## config.mk

```make
export PLATFORM = sky130hd
export DESIGN_NAME = tsb_top
export DESIGN_NICKNAME = d
export VERILOG_FILES = /design/src/inc/tsb_pkg.sv /design/src/verilog/tsb_top.sv
export SDC_FILE = /design/constraint.sdc
export NUM_CORES = 1
export LEC_CHECK = 0
export ABC_AREA = 1
export BUFFER_PORTS_ARGS = -buffer_cell sky130_fd_sc_hd__buf_2
export CAP_MARGIN = 10
export CORE_MARGIN = 10
export CORE_UTILIZATION = 42
export CTS_CLUSTER_DIAMETER = 200
export DETAILED_ROUTE_END_ITERATION = 8
export HOLD_SLACK_MARGIN = 0.05
export PLACE_DENSITY = 0.61
export SYNTH_ARGS = -nofsm -noshare
export SYNTH_HDL_FRONTEND = slang
export SYNTH_SLANG_ARGS = --single-unit
```

## constraint.sdc

```tcl
create_clock -name CLK_SYS_IN -period 2.61 [get_ports CLK_SYS_IN]
set_input_delay 0.261 -clock CLK_SYS_IN [delete_from_list [all_inputs] [get_ports CLK_SYS_IN]]
set_output_delay 0.261 -clock CLK_SYS_IN [all_outputs]
set_load 0.02 [all_outputs]
```

## src/inc/tsb_pkg.sv

```systemverilog
/*
  Package for the trigger sequencer broadcast block: register map,
  field positions, reset values, command and state types.
  Assumes a 32-bit AXI4-Lite register bus and a 100 MHz system clock.
*/
package tsb_pkg;

  localparam int unsigned CLK_FREQ_HZ = 100_000_000;

  // Register byte addresses
  localparam logic [7:0] OFS_CTRL_STATUS = 8'h00;
  localparam logic [7:0] OFS_BCAST_EN    = 8'h04;
  localparam logic [7:0] OFS_STEP_DELAY  = 8'h08;
  localparam logic [7:0] OFS_COMMAND     = 8'h0C;

  // Control/status field positions
  localparam int unsigned POS_WAIT_MODE  = 0;   // two bits
  localparam int unsigned POS_SW_TRIG    = 2;
  localparam int unsigned POS_SINGLE_STP = 3;
  localparam int unsigned POS_STEP_EN    = 4;
  localparam int unsigned POS_BUSY       = 8;
  localparam int unsigned POS_STATE      = 9;   // three bits

  // Broadcast enable field positions
  localparam int unsigned POS_ADC_LO     = 12;
  localparam int unsigned POS_CAP_LO     = 8;
  localparam int unsigned POS_OCCLK_LO   = 4;
  localparam int unsigned POS_OCTRG_LO   = 0;

  localparam logic [15:0] RST_BCAST_EN   = 16'h0000;
  localparam logic [15:0] RST_CTRL       = 16'h0000;
  localparam logic [15:0] RST_STEP_DELAY = 16'h0000;

  // Input wait mode encodings
  localparam logic [1:0] WM_LEVEL_NODLY = 2'h3;
  localparam logic [1:0] WM_LEVEL_DLY   = 2'h2;
  localparam logic [1:0] WM_EDGE_NODLY  = 2'h1;
  localparam logic [1:0] WM_EDGE_DLY    = 2'h0;

  // Command codes written to the command register
  localparam logic [3:0] CMD_NOP        = 4'h0;
  localparam logic [3:0] CMD_WAIT_HIGH  = 4'h1;
  localparam logic [3:0] CMD_WAIT_LOW   = 4'h2;
  localparam logic [3:0] CMD_BROADCAST  = 4'h3;
  localparam logic [3:0] CMD_CTRL_SWTRG = 4'h4;

  localparam logic [1:0] RESP_OKAY   = 2'b00;
  localparam logic [1:0] RESP_SLVERR = 2'b10;

  typedef enum logic [2:0] {
    ST_IDLE,
    ST_WAIT_IN,
    ST_WAIT_SW,
    ST_DELAY,
    ST_BCAST
  } tsb_state_t;

endpackage

```

## src/verilog/tsb_top.sv

```systemverilog
/*
  Trigger sequencer broadcast block: AXI4-Lite registers, a small
  command executor (wait for input, wait for software trigger, step
  delay, broadcast) and sixteen one-cycle trigger outputs.
  Assumes the wait input arrives asynchronously and the triggered
  peripherals sample the pulses on the same system clock.
*/
// Chosen here: register access over AXI4-Lite and the placing of the registers.
// Notes on behaviour
// - The two-bit input wait mode picks level or edge detect and whether the step delay follows.
// - Modes 11 and 01 skip the step delay regardless of the control command's setting.
// - Only the wait-high and wait-low commands look at the input wait mode.
// - The software trigger bit acts only while the software-trigger step option runs.
// - Bit 15 set makes a broadcast pulse trigger output 15; clear, it does not.
// - The 16-bit broadcast enable register is fully read/write and resets to zero.
// - Bits 15 down to 12 drive trigger outputs 15 down to 12 on a broadcast.
// - Bits 11 down to 8 pulse capture units 4 to 1 on a broadcast.
// - Each set compare clock bit in bits 7 to 4 gives one clock pulse on a broadcast.
`timescale 1ns/10ps
module tsb_top (
  input  wire logic        CLK_SYS_IN,
  input  wire logic        SRST_IN,
  input  wire logic        WAIT_INPUT_IN,
  input  wire logic [7:0]  S_AXI_AWADDR_IN,
  input  wire logic        S_AXI_AWVALID_IN,
  output logic             S_AXI_AWREADY_OUT,
  input  wire logic [31:0] S_AXI_WDATA_IN,
  input  wire logic [3:0]  S_AXI_WSTRB_IN,
  input  wire logic        S_AXI_WVALID_IN,
  output logic             S_AXI_WREADY_OUT,
  output logic [1:0]       S_AXI_BRESP_OUT,
  output logic             S_AXI_BVALID_OUT,
  input  wire logic        S_AXI_BREADY_IN,
  input  wire logic [7:0]  S_AXI_ARADDR_IN,
  input  wire logic        S_AXI_ARVALID_IN,
  output logic             S_AXI_ARREADY_OUT,
  output logic [31:0]      S_AXI_RDATA_OUT,
  output logic [1:0]       S_AXI_RRESP_OUT,
  output logic             S_AXI_RVALID_OUT,
  input  wire logic        S_AXI_RREADY_IN,
  output logic [15:0]      TRIGGER_OUT
);
  import tsb_pkg::*;

  tsb_state_t  state_reg;
  logic [15:0] bcast_en_reg;
  logic [15:0] ctrl_reg;
  logic [15:0] step_delay_reg;
  logic [15:0] delay_cnt_reg;
  logic [15:0] trig_reg;
  logic        sw_trig_reg;
  logic        in_meta_reg;
  logic        in_sync_reg;
  logic        in_prev_reg;
  logic        want_high_reg;
  logic        aw_held_reg;
  logic        w_held_reg;
  logic [7:0]  awaddr_reg;
  logic [31:0] wdata_reg;
  logic [3:0]  wstrb_reg;

  logic [1:0]  wait_mode;
  logic        step_en;
  logic        cmd_wr;
  logic        sw_set;
  logic        in_hit;

  assign wait_mode = ctrl_reg[POS_WAIT_MODE +: 2];
  assign step_en   = ctrl_reg[POS_STEP_EN];

  // Byte-lane merge used for the control, broadcast enable and step delay registers
  function automatic logic [15:0] merge16(input logic [15:0] old,
                                          input logic [31:0] d,
                                          input logic [3:0]  s);
    logic [15:0] r;
    r = old;
    if (s[0]) begin
      r[7:0] = d[7:0];
    end
    if (s[1]) begin
      r[15:8] = d[15:8];
    end
    return r;
  endfunction

  function automatic logic known_addr(input logic [7:0] a);
    return (a == OFS_CTRL_STATUS) || (a == OFS_BCAST_EN) ||
           (a == OFS_STEP_DELAY)  || (a == OFS_COMMAND);
  endfunction

  // Write path: address and data may arrive in either order; each
  // channel is held in its own register until the other turns up

  always_ff @(posedge CLK_SYS_IN) begin
    if (SRST_IN) begin
      aw_held_reg       <= 1'b0;
      w_held_reg        <= 1'b0;
      awaddr_reg        <= 8'h00;
      wdata_reg         <= 32'h0000_0000;
      wstrb_reg         <= 4'h0;
      S_AXI_AWREADY_OUT <= 1'b0;
      S_AXI_WREADY_OUT  <= 1'b0;
      S_AXI_BVALID_OUT  <= 1'b0;
      S_AXI_BRESP_OUT   <= RESP_OKAY;
    end else begin
      // Ready never waits for valid to drop, or a master that keeps
      // valid up after a response would wait for ever
      S_AXI_AWREADY_OUT <= !aw_held_reg && !S_AXI_BVALID_OUT;
      S_AXI_WREADY_OUT  <= !w_held_reg && !S_AXI_BVALID_OUT;
      if (S_AXI_AWVALID_IN && S_AXI_AWREADY_OUT) begin
        aw_held_reg       <= 1'b1;
        awaddr_reg        <= S_AXI_AWADDR_IN;
        S_AXI_AWREADY_OUT <= 1'b0;
      end
      if (S_AXI_WVALID_IN && S_AXI_WREADY_OUT) begin
        w_held_reg       <= 1'b1;
        wdata_reg        <= S_AXI_WDATA_IN;
        wstrb_reg        <= S_AXI_WSTRB_IN;
        S_AXI_WREADY_OUT <= 1'b0;
      end
      if (aw_held_reg && w_held_reg && !S_AXI_BVALID_OUT) begin
        aw_held_reg      <= 1'b0;
        w_held_reg       <= 1'b0;
        S_AXI_BVALID_OUT <= 1'b1;
        S_AXI_BRESP_OUT  <= known_addr(awaddr_reg) ? RESP_OKAY
                                                   : RESP_SLVERR;
      end else if (S_AXI_BVALID_OUT && S_AXI_BREADY_IN) begin
        S_AXI_BVALID_OUT <= 1'b0;
      end
    end
  end

  // Registers are written when both halves are held
  logic reg_wr;
  assign reg_wr = aw_held_reg && w_held_reg && !S_AXI_BVALID_OUT;

  // Commands act only on an accepted write, never on a bare valid,
  // so a write still stalled on the bus cannot start anything
  assign cmd_wr = reg_wr && (awaddr_reg == OFS_COMMAND) && wstrb_reg[0];

  always_ff @(posedge CLK_SYS_IN) begin
    if (SRST_IN) begin
      bcast_en_reg   <= RST_BCAST_EN;
      ctrl_reg       <= RST_CTRL;
      step_delay_reg <= RST_STEP_DELAY;
    end else if (reg_wr) begin
      unique case (awaddr_reg)
        OFS_BCAST_EN:    bcast_en_reg <= merge16(bcast_en_reg, wdata_reg,
                                                 wstrb_reg);
        OFS_CTRL_STATUS: ctrl_reg <= merge16(ctrl_reg, wdata_reg,
                                             wstrb_reg) &
                                     16'h001B;
        OFS_STEP_DELAY:  step_delay_reg <= merge16(step_delay_reg,
                                                   wdata_reg, wstrb_reg);
        default: ;
      endcase
    end
  end

  // Software trigger is a write-one strobe, kept only while awaited
  assign sw_set = reg_wr && awaddr_reg == OFS_CTRL_STATUS &&
                  wstrb_reg[0] && wdata_reg[POS_SW_TRIG];

  always_ff @(posedge CLK_SYS_IN) begin
    if (SRST_IN) begin
      sw_trig_reg <= 1'b0;
    end else if (state_reg == ST_WAIT_SW) begin
      sw_trig_reg <= sw_set;
    end else begin
      sw_trig_reg <= 1'b0;
    end
  end

  // Read path
  // Read data comes from the address seen at the handshake edge
  always_ff @(posedge CLK_SYS_IN) begin
    if (SRST_IN) begin
      S_AXI_ARREADY_OUT <= 1'b0;
      S_AXI_RVALID_OUT  <= 1'b0;
      S_AXI_RDATA_OUT   <= 32'h0000_0000;
      S_AXI_RRESP_OUT   <= RESP_OKAY;
    end else if (S_AXI_RVALID_OUT) begin
      S_AXI_ARREADY_OUT <= 1'b0;
      if (S_AXI_RREADY_IN) begin
        S_AXI_RVALID_OUT <= 1'b0;
      end
    end else if (S_AXI_ARVALID_IN && S_AXI_ARREADY_OUT) begin
      S_AXI_ARREADY_OUT <= 1'b0;
      S_AXI_RVALID_OUT  <= 1'b1;
      S_AXI_RRESP_OUT   <= known_addr(S_AXI_ARADDR_IN) ? RESP_OKAY
                                                       : RESP_SLVERR;
      unique case (S_AXI_ARADDR_IN)
        OFS_CTRL_STATUS: S_AXI_RDATA_OUT <= {16'h0000, 4'h0,
                                             3'(state_reg),
                                             state_reg != ST_IDLE,
                                             ctrl_reg[7:0]};
        OFS_BCAST_EN:    S_AXI_RDATA_OUT <= {16'h0000, bcast_en_reg};
        OFS_STEP_DELAY:  S_AXI_RDATA_OUT <= {16'h0000, step_delay_reg};
        default:         S_AXI_RDATA_OUT <= 32'h0000_0000;
      endcase
    end else begin
      S_AXI_ARREADY_OUT <= S_AXI_ARVALID_IN;
    end
  end

  // Wait input: two-stage synchroniser, then edge history
  // Only the second stage feeds logic; the first may be metastable
  always_ff @(posedge CLK_SYS_IN) begin
    if (SRST_IN) begin
      in_meta_reg <= 1'b0;
      in_sync_reg <= 1'b0;
      in_prev_reg <= 1'b0;
    end else begin
      in_meta_reg <= WAIT_INPUT_IN;
      in_sync_reg <= in_meta_reg;
      in_prev_reg <= in_sync_reg;
    end
  end

  // Level modes accept the present level; edge modes need a transition
  always_comb begin
    if (wait_mode[1]) begin
      in_hit = (in_sync_reg == want_high_reg);
    end else begin
      in_hit = (in_sync_reg == want_high_reg) &&
               (in_prev_reg != want_high_reg);
    end
  end

  // Command executor
  always_ff @(posedge CLK_SYS_IN) begin
    if (SRST_IN) begin
      state_reg     <= ST_IDLE;
      want_high_reg <= 1'b0;
      delay_cnt_reg <= 16'h0000;
    end else begin
      unique case (state_reg)
        ST_IDLE: begin
          if (cmd_wr) begin
            unique case (wdata_reg[3:0])
              CMD_WAIT_HIGH: begin
                want_high_reg <= 1'b1;
                state_reg     <= ST_WAIT_IN;
              end
              CMD_WAIT_LOW: begin
                want_high_reg <= 1'b0;
                state_reg     <= ST_WAIT_IN;
              end
              CMD_BROADCAST:  state_reg <= ST_BCAST;
              CMD_CTRL_SWTRG: state_reg <= ST_WAIT_SW;
              default: ;
            endcase
          end
        end
        ST_WAIT_IN: begin
          if (in_hit) begin
            // Modes 11 and 01 leave with no delay
            if (wait_mode[0] || !step_en || step_delay_reg == 16'h0000)
            begin
              state_reg <= ST_IDLE;
            end else begin
              delay_cnt_reg <= step_delay_reg;
              state_reg     <= ST_DELAY;
            end
          end
        end
        ST_WAIT_SW: begin
          if (sw_trig_reg) begin
            state_reg <= ST_IDLE;
          end
        end
        ST_DELAY: begin
          // Loaded with the step count, so exactly that many cycles
          delay_cnt_reg <= delay_cnt_reg - 16'h0001;
          if (delay_cnt_reg == 16'h0001) begin
            state_reg <= ST_IDLE;
          end
        end
        ST_BCAST: state_reg <= ST_IDLE;
        default:  state_reg <= ST_IDLE;
      endcase
    end
  end

  // One-cycle pulses, each gated by its own enable bit
  // Registered so the peripherals never see a decode glitch
  genvar g;
  generate
    for (g = 0; g < 16; g++) begin : g_trig
      always_ff @(posedge CLK_SYS_IN) begin
        if (SRST_IN) begin
          trig_reg[g] <= 1'b0;
        end else begin
          trig_reg[g] <= (state_reg == ST_BCAST) &&
                         bcast_en_reg[g];
        end
      end
    end
  endgenerate

  assign TRIGGER_OUT = trig_reg;

endmodule // tsb_top

```

==> flow_summary.ini, run 1 <==
[finish]
final_net_count = 919
fin_cells = 1042
diodes = 0
syn2layout_area_growth_pct = 18.9
design_area_um2 = 6560
fillCellCount = 1310
layout-drive-gt1-share = 0.147

[timing]
worst-slew-pin-transition_ps = 683
drv_slew = 0
fin_tns_setup_ps = 0
clock_skew_ps = 13.4
finalSetupViolCount = 0
grt_setup_unrepaired = no
hold_viol = 0
min_period_ps = 1800
relSlewSlack = 0.543
fin_crit_sh = 0.691
worst_slack_ps = 807
fmax_mhz = 555

[global_route]
grt_pass1_vias = 4938
antenna_found_initial = 0
grt_pass1_wl_mm = 24.6
grt_start_max_net_pins = 60
groute.usage.overall = 0.166
grt-ovfl-total = 0

[yosys]
yosysTopAreaCellShare = 0.461
yosys_warnings = 0
avgSynthCellArea_um2 = 7.04
synth_edf_count = 0
netlist_top_cells_area = dfxtp_1 (46%), nand2_1 (10%), nor2_1 (9.7%)
syn_area_um2 = 5510
synth-seq-cells = 127
synth_common_cells = nand2_1 (152), nor2_1 (142), dfxtp_1 (127)
ys_async_sr_fraction = 0
yosysSeqAreaShare = 0.461
syn_inst = 783
synth_ff_type = dfxtp_1
yosysTopAreaCell = dfxtp_1
yosysMostFrequentCell = nand2_1
synth.distinct_cells = 29

[route]
dr_total_vias = 5145
ant_nets = 0
routed_wl_mm = 15.0
viasPerCell = 4.94
drc = 0
wire_per_inst_um = 14.4
drt_iter0_drc = 299
first_pass_iters = 5

[critical_path]
crit_type = flop to flop
crit_top_cell = nand2_1
cp.required_ps = 2910
critical_path.startpoint_type = flop
reg2reg_slack_ps = 810
critPathMaxStageDelay_ps = 340
crit_fanout = 11
r2r_cells = 8
worstPathCellList = inv_1, nand3_1, nor3_1, nand2_1, nand2_1, nand2_1, o21ai_0, nor2_1
reg2reg_to = delay_cnt_reg[0]
critPathCapture = delay_cnt_reg[0]
startpoint = state_reg[1]
worstReg2RegStart = state_reg[1]
cp-end-kind = flop
cp.arrival_ps = 2100
critical-path-slowest-cell = dfxtp_1

[place]
gp_congestion = 0.844
dp_hpwl_mm = 11.1
io_buffers = 80
dp.cells = 1008
dpl_cell_area_um2 = 5980
pre_cts_ws_ps = 722

[floorplan]
io_pins = 117
num_rows = 41
core_um2 = 12700
die_w_um = 135
start_util = 0.433
fp.dieH_um = 135
die_area_um2 = 18100

[cts]
postCtsSetupBuffers = 0
htreeDepth = 4
ctsResizeCount = 0
insertion_delay_ps = 420
root_buffer = clkbuf_16
cts-buffers-inserted = 17
clkTransAtPathRegs_ps = 60
cts_sinks = 127
cts_buffer_depth = 2
tritoncts = done

[run]
cap_violations = 0

[worst_hold_path]
min_path_cells = 3
min_path_type = input pin to flop

[power_and_ir_drop]
power.leakage_nw = 2.86
p_per_area_nw_per_um2 = 676
vdd_ir_drop_max_mv = 0.487

[run_status]
status = complete, no violations
==> metrics by stage <==
| step | hold WS [ps] | util | power [mW] |
|---|---|---|---|
| 2_1_floorplan | 365 | - | 2.23 |
| 3_3_place_gp | 390 | 0.470 | 2.28 |
| 3_5_place_dp | 394 | 0.470 | 2.29 |
| 4_1_cts | 80.0 | 0.515 | 4.46 |
| 5_1_grt | 99.6 | 0.515 | 4.59 |
| 6_report | 90.3 | 0.515 | 4.43 |
==> worst min path at each step <==
stage,start,slack [ps],end
6_report,S_AXI_WDATA_IN[6],90,wdata_reg[6]
4_1_cts,S_AXI_WDATA_IN[6],80,wdata_reg[6]
3_3_place_gp,in_meta_reg,390,in_sync_reg
5_1_grt,S_AXI_WDATA_IN[7],100,wdata_reg[7]
2_1_floorplan,S_AXI_BREADY_IN,360,S_AXI_BVALID_OUT
3_5_place_dp,in_meta_reg,390,in_sync_reg
==> per-layer routing <==
layer / share of wire / GRT usage / up-vias
met5: 0 / 0 / -
met4: 0.018 / 0.0611 / 0
met3: 0.052 / 0.0523 / 22
met2: 0.46 / 0.263 / 122
met1: 0.47 / 0.208 / 2341
li1: - / - / 2660
==> repair_timing <==
action	in CTS	in global routing
endpoints found under the setup margin	0	0
hold buffers	2	0
hold endpoints to repair	2	0
==> report_power, final <==
group	switching [mW]	leakage, nW	internal [mW]
clock network	0.886	0.266	1.29
registers	0.0330	1.03	1.98
logic	0.160	1.56	0.0753
==> layout by cell type, fill, tap and decap left out, types with 5 or more instances in the layout <==
master       n
inv_1       66
buf_4        5
nand4_1     11
conb_1      18
dfxtp_1    127
a21oi_1     53
clkbuf_16   17
nand2_1    152
o21ai_0     70
nand3_1     49
buf_2       80
a211oi_1    11
nor2_1     142
o22ai_1      8
nor3_1      21
==> final cells by class <==
cell class,instances,area [µm²],share of cell area
multi-input combinational,553,2510,0.382
clock buffer,21,470,0.0718
inverter,70,263,0.0401
sequential,127,2540,0.388
clock inverter,11,81.3,0.0124
timing repair buffer,88,478,0.0729
tap,172,215,0.0328
==> cell families (layout without fill, tap and decap cells) <==
logic type	count (synthesis)	in the layout	share of synthesized area
AOI/OAI and AO/OA	145	145	0.142
xor gates and xnor gates	2	2	0.00318
adders and majority gates	2	2	0.00454
buffers and inverters	120	190	0.0960
DFF	127	127	0.461
other	1	18	0.000680
and+or+nand+nor	386	386	0.293
==> critical path, delay by kind of cell (launching register included) <==
kind | cells | cell delay (ps)
buf+inv | 1 | 150
simple gates | 6 | 930
compound gates | 1 | 270
flops | 1 | 340
No activity file was read; power rests on OpenSTA's default activity.
==> inputs of run 2 (changes only) <==
- clock period: 2.61 -> 1.8 ns (I/O delays scaled with it)
==> flow_summary.ini, run 2 (synthesis gave the netlist of run 1 again) <==
[floorplan]
io_pins = 117
die_area_um2 = 18100
start_util = 0.433
num_rows = 41
fp.dieH_um = 135
die_w_um = 135
core_um2 = 12700

[run_status]
status = complete, no violations

[cts]
root_buffer = clkbuf_16
tritoncts = done
insertion_delay_ps = 420
clkTransAtPathRegs_ps = 60
cts_buffer_depth = 2
postCtsSetupBuffers = 0
htreeDepth = 4
cts_sinks = 127
cts-buffers-inserted = 17

[route]
viasPerCell = 4.93
drc = 0
ant_nets = 0
wire_per_inst_um = 14.4
routed_wl_mm = 15.6
dr_total_vias = 5334
first_pass_iters = 6
drt_iter0_drc = 351

[critical_path]
reg2reg_slack_ps = 70
cp.arrival_ps = 2020
crit_fanout = 16
cp.required_ps = 2090
critical_path.startpoint_type = flop
crit_type = flop to flop
cp-end-kind = flop

[global_route]
grt_start_max_net_pins = 60
antenna_found_initial = 0
grt_pass1_wl_mm = 25.5
grt-ovfl-total = 0
groute.usage.overall = 0.174
grt_pass1_vias = 5130

[timing]
min_period_ps = 1730
fin_crit_sh = 0.959
clock_skew_ps = 8.68
whs_ps = 62.5
hold_viol = 0
drv_slew = 0
finalSetupViolCount = 0
worst-slew-pin-transition_ps = 652
fmax_mhz = 579
relSlewSlack = 0.565
grt_setup_unrepaired = yes

[finish]
final_net_count = 959
layout-drive-gt1-share = 0.162
syn2layout_area_growth_pct = 27.7
layout_common_cells = nand2_1 (151), nor2_1 (140), dfxtp_1 (127)
diodes = 0
final_common_cell = nand2_1

[worst_hold_path]
min_path_type = input pin to flop

[power_and_ir_drop]
power.leakage_nw = 3.09
p_per_area_nw_per_um2 = 1010
vdd_ir_drop_max_mv = 1.07
finalPower_mw = 7.09

[place]
gp_congestion = 0.846
io_buffers = 80
dp_hpwl_mm = 11.3

[run]
cap_violations = 0
-- run 2: through the flow --
step | setup TNS (ps) | instance area [µm²] | utilization | std cells | worst slack (ps)
2_1_floorplan | 0 | 5580 | - | 800 | 272
3_3_place_gp | 0 | 6110 | 0.480 | 1023 | 142
3_5_place_dp | 0 | 6110 | 0.480 | 1023 | 98.3
4_1_cts | 0 | 7040 | 0.553 | 1082 | 22.6
5_1_grt | -862 | 7040 | 0.554 | 1082 | -119
6_report | 0 | 7040 | 0.554 | 1082 | 73.4
-- run 2: power by group --
group / internal (mW) / switching (mW)
Sequential: 2.87 / 0.0464
Clock: 2.49 / 1.29
Combinational: 0.152 / 0.249
Total: 5.51 / 1.59
-- run 2: worst paths after layout --
| kind | from | to | depth (start not counted) |
|---|---|---|---|
| worst min-delay path | S_AXI_WSTRB_IN[0] | wstrb_reg[0] | 3 |
| worst min register to register | in_meta_reg | in_sync_reg | 2 |
| worst max-delay path | awaddr_reg[5] | bcast_en_reg[15] | 6 |
| worst max register to register | awaddr_reg[5] | bcast_en_reg[15] | 6 |
-- run 2: worst max-delay path: stages, from the launching register on --
cell and delay (ps):
dfxtp_1 310, nor2_1 120, nand3_1 150, nor3_1 280, nand2_1 360, o21ai_0 310, a21oi_1 70
-- run 2: cell type report --
cell class                 instances  area, µm²
multi-input combinational        553       2510
sequential                       127       2540
clock inverter                    10        171
inverter                          70        263
timing repair buffer             128        853
tap                              172        215
clock buffer                      22        484
fill                            1272       5680
-- run 2: metal layers --
metal	vias up	global-route usage	wire length (µm)
met5	-	0	0
met4	0	0.0611	188
met3	14	0.0527	899
met2	129	0.276	7370
met1	2448	0.217	7090
li1	2743	-	-
-- run 2: what timing repair did --
item,CTS,global route
hold buffers,27,0
endpoints found under the hold margin,27,0
resized for setup,0,4
endpoints found under the setup margin,0,18
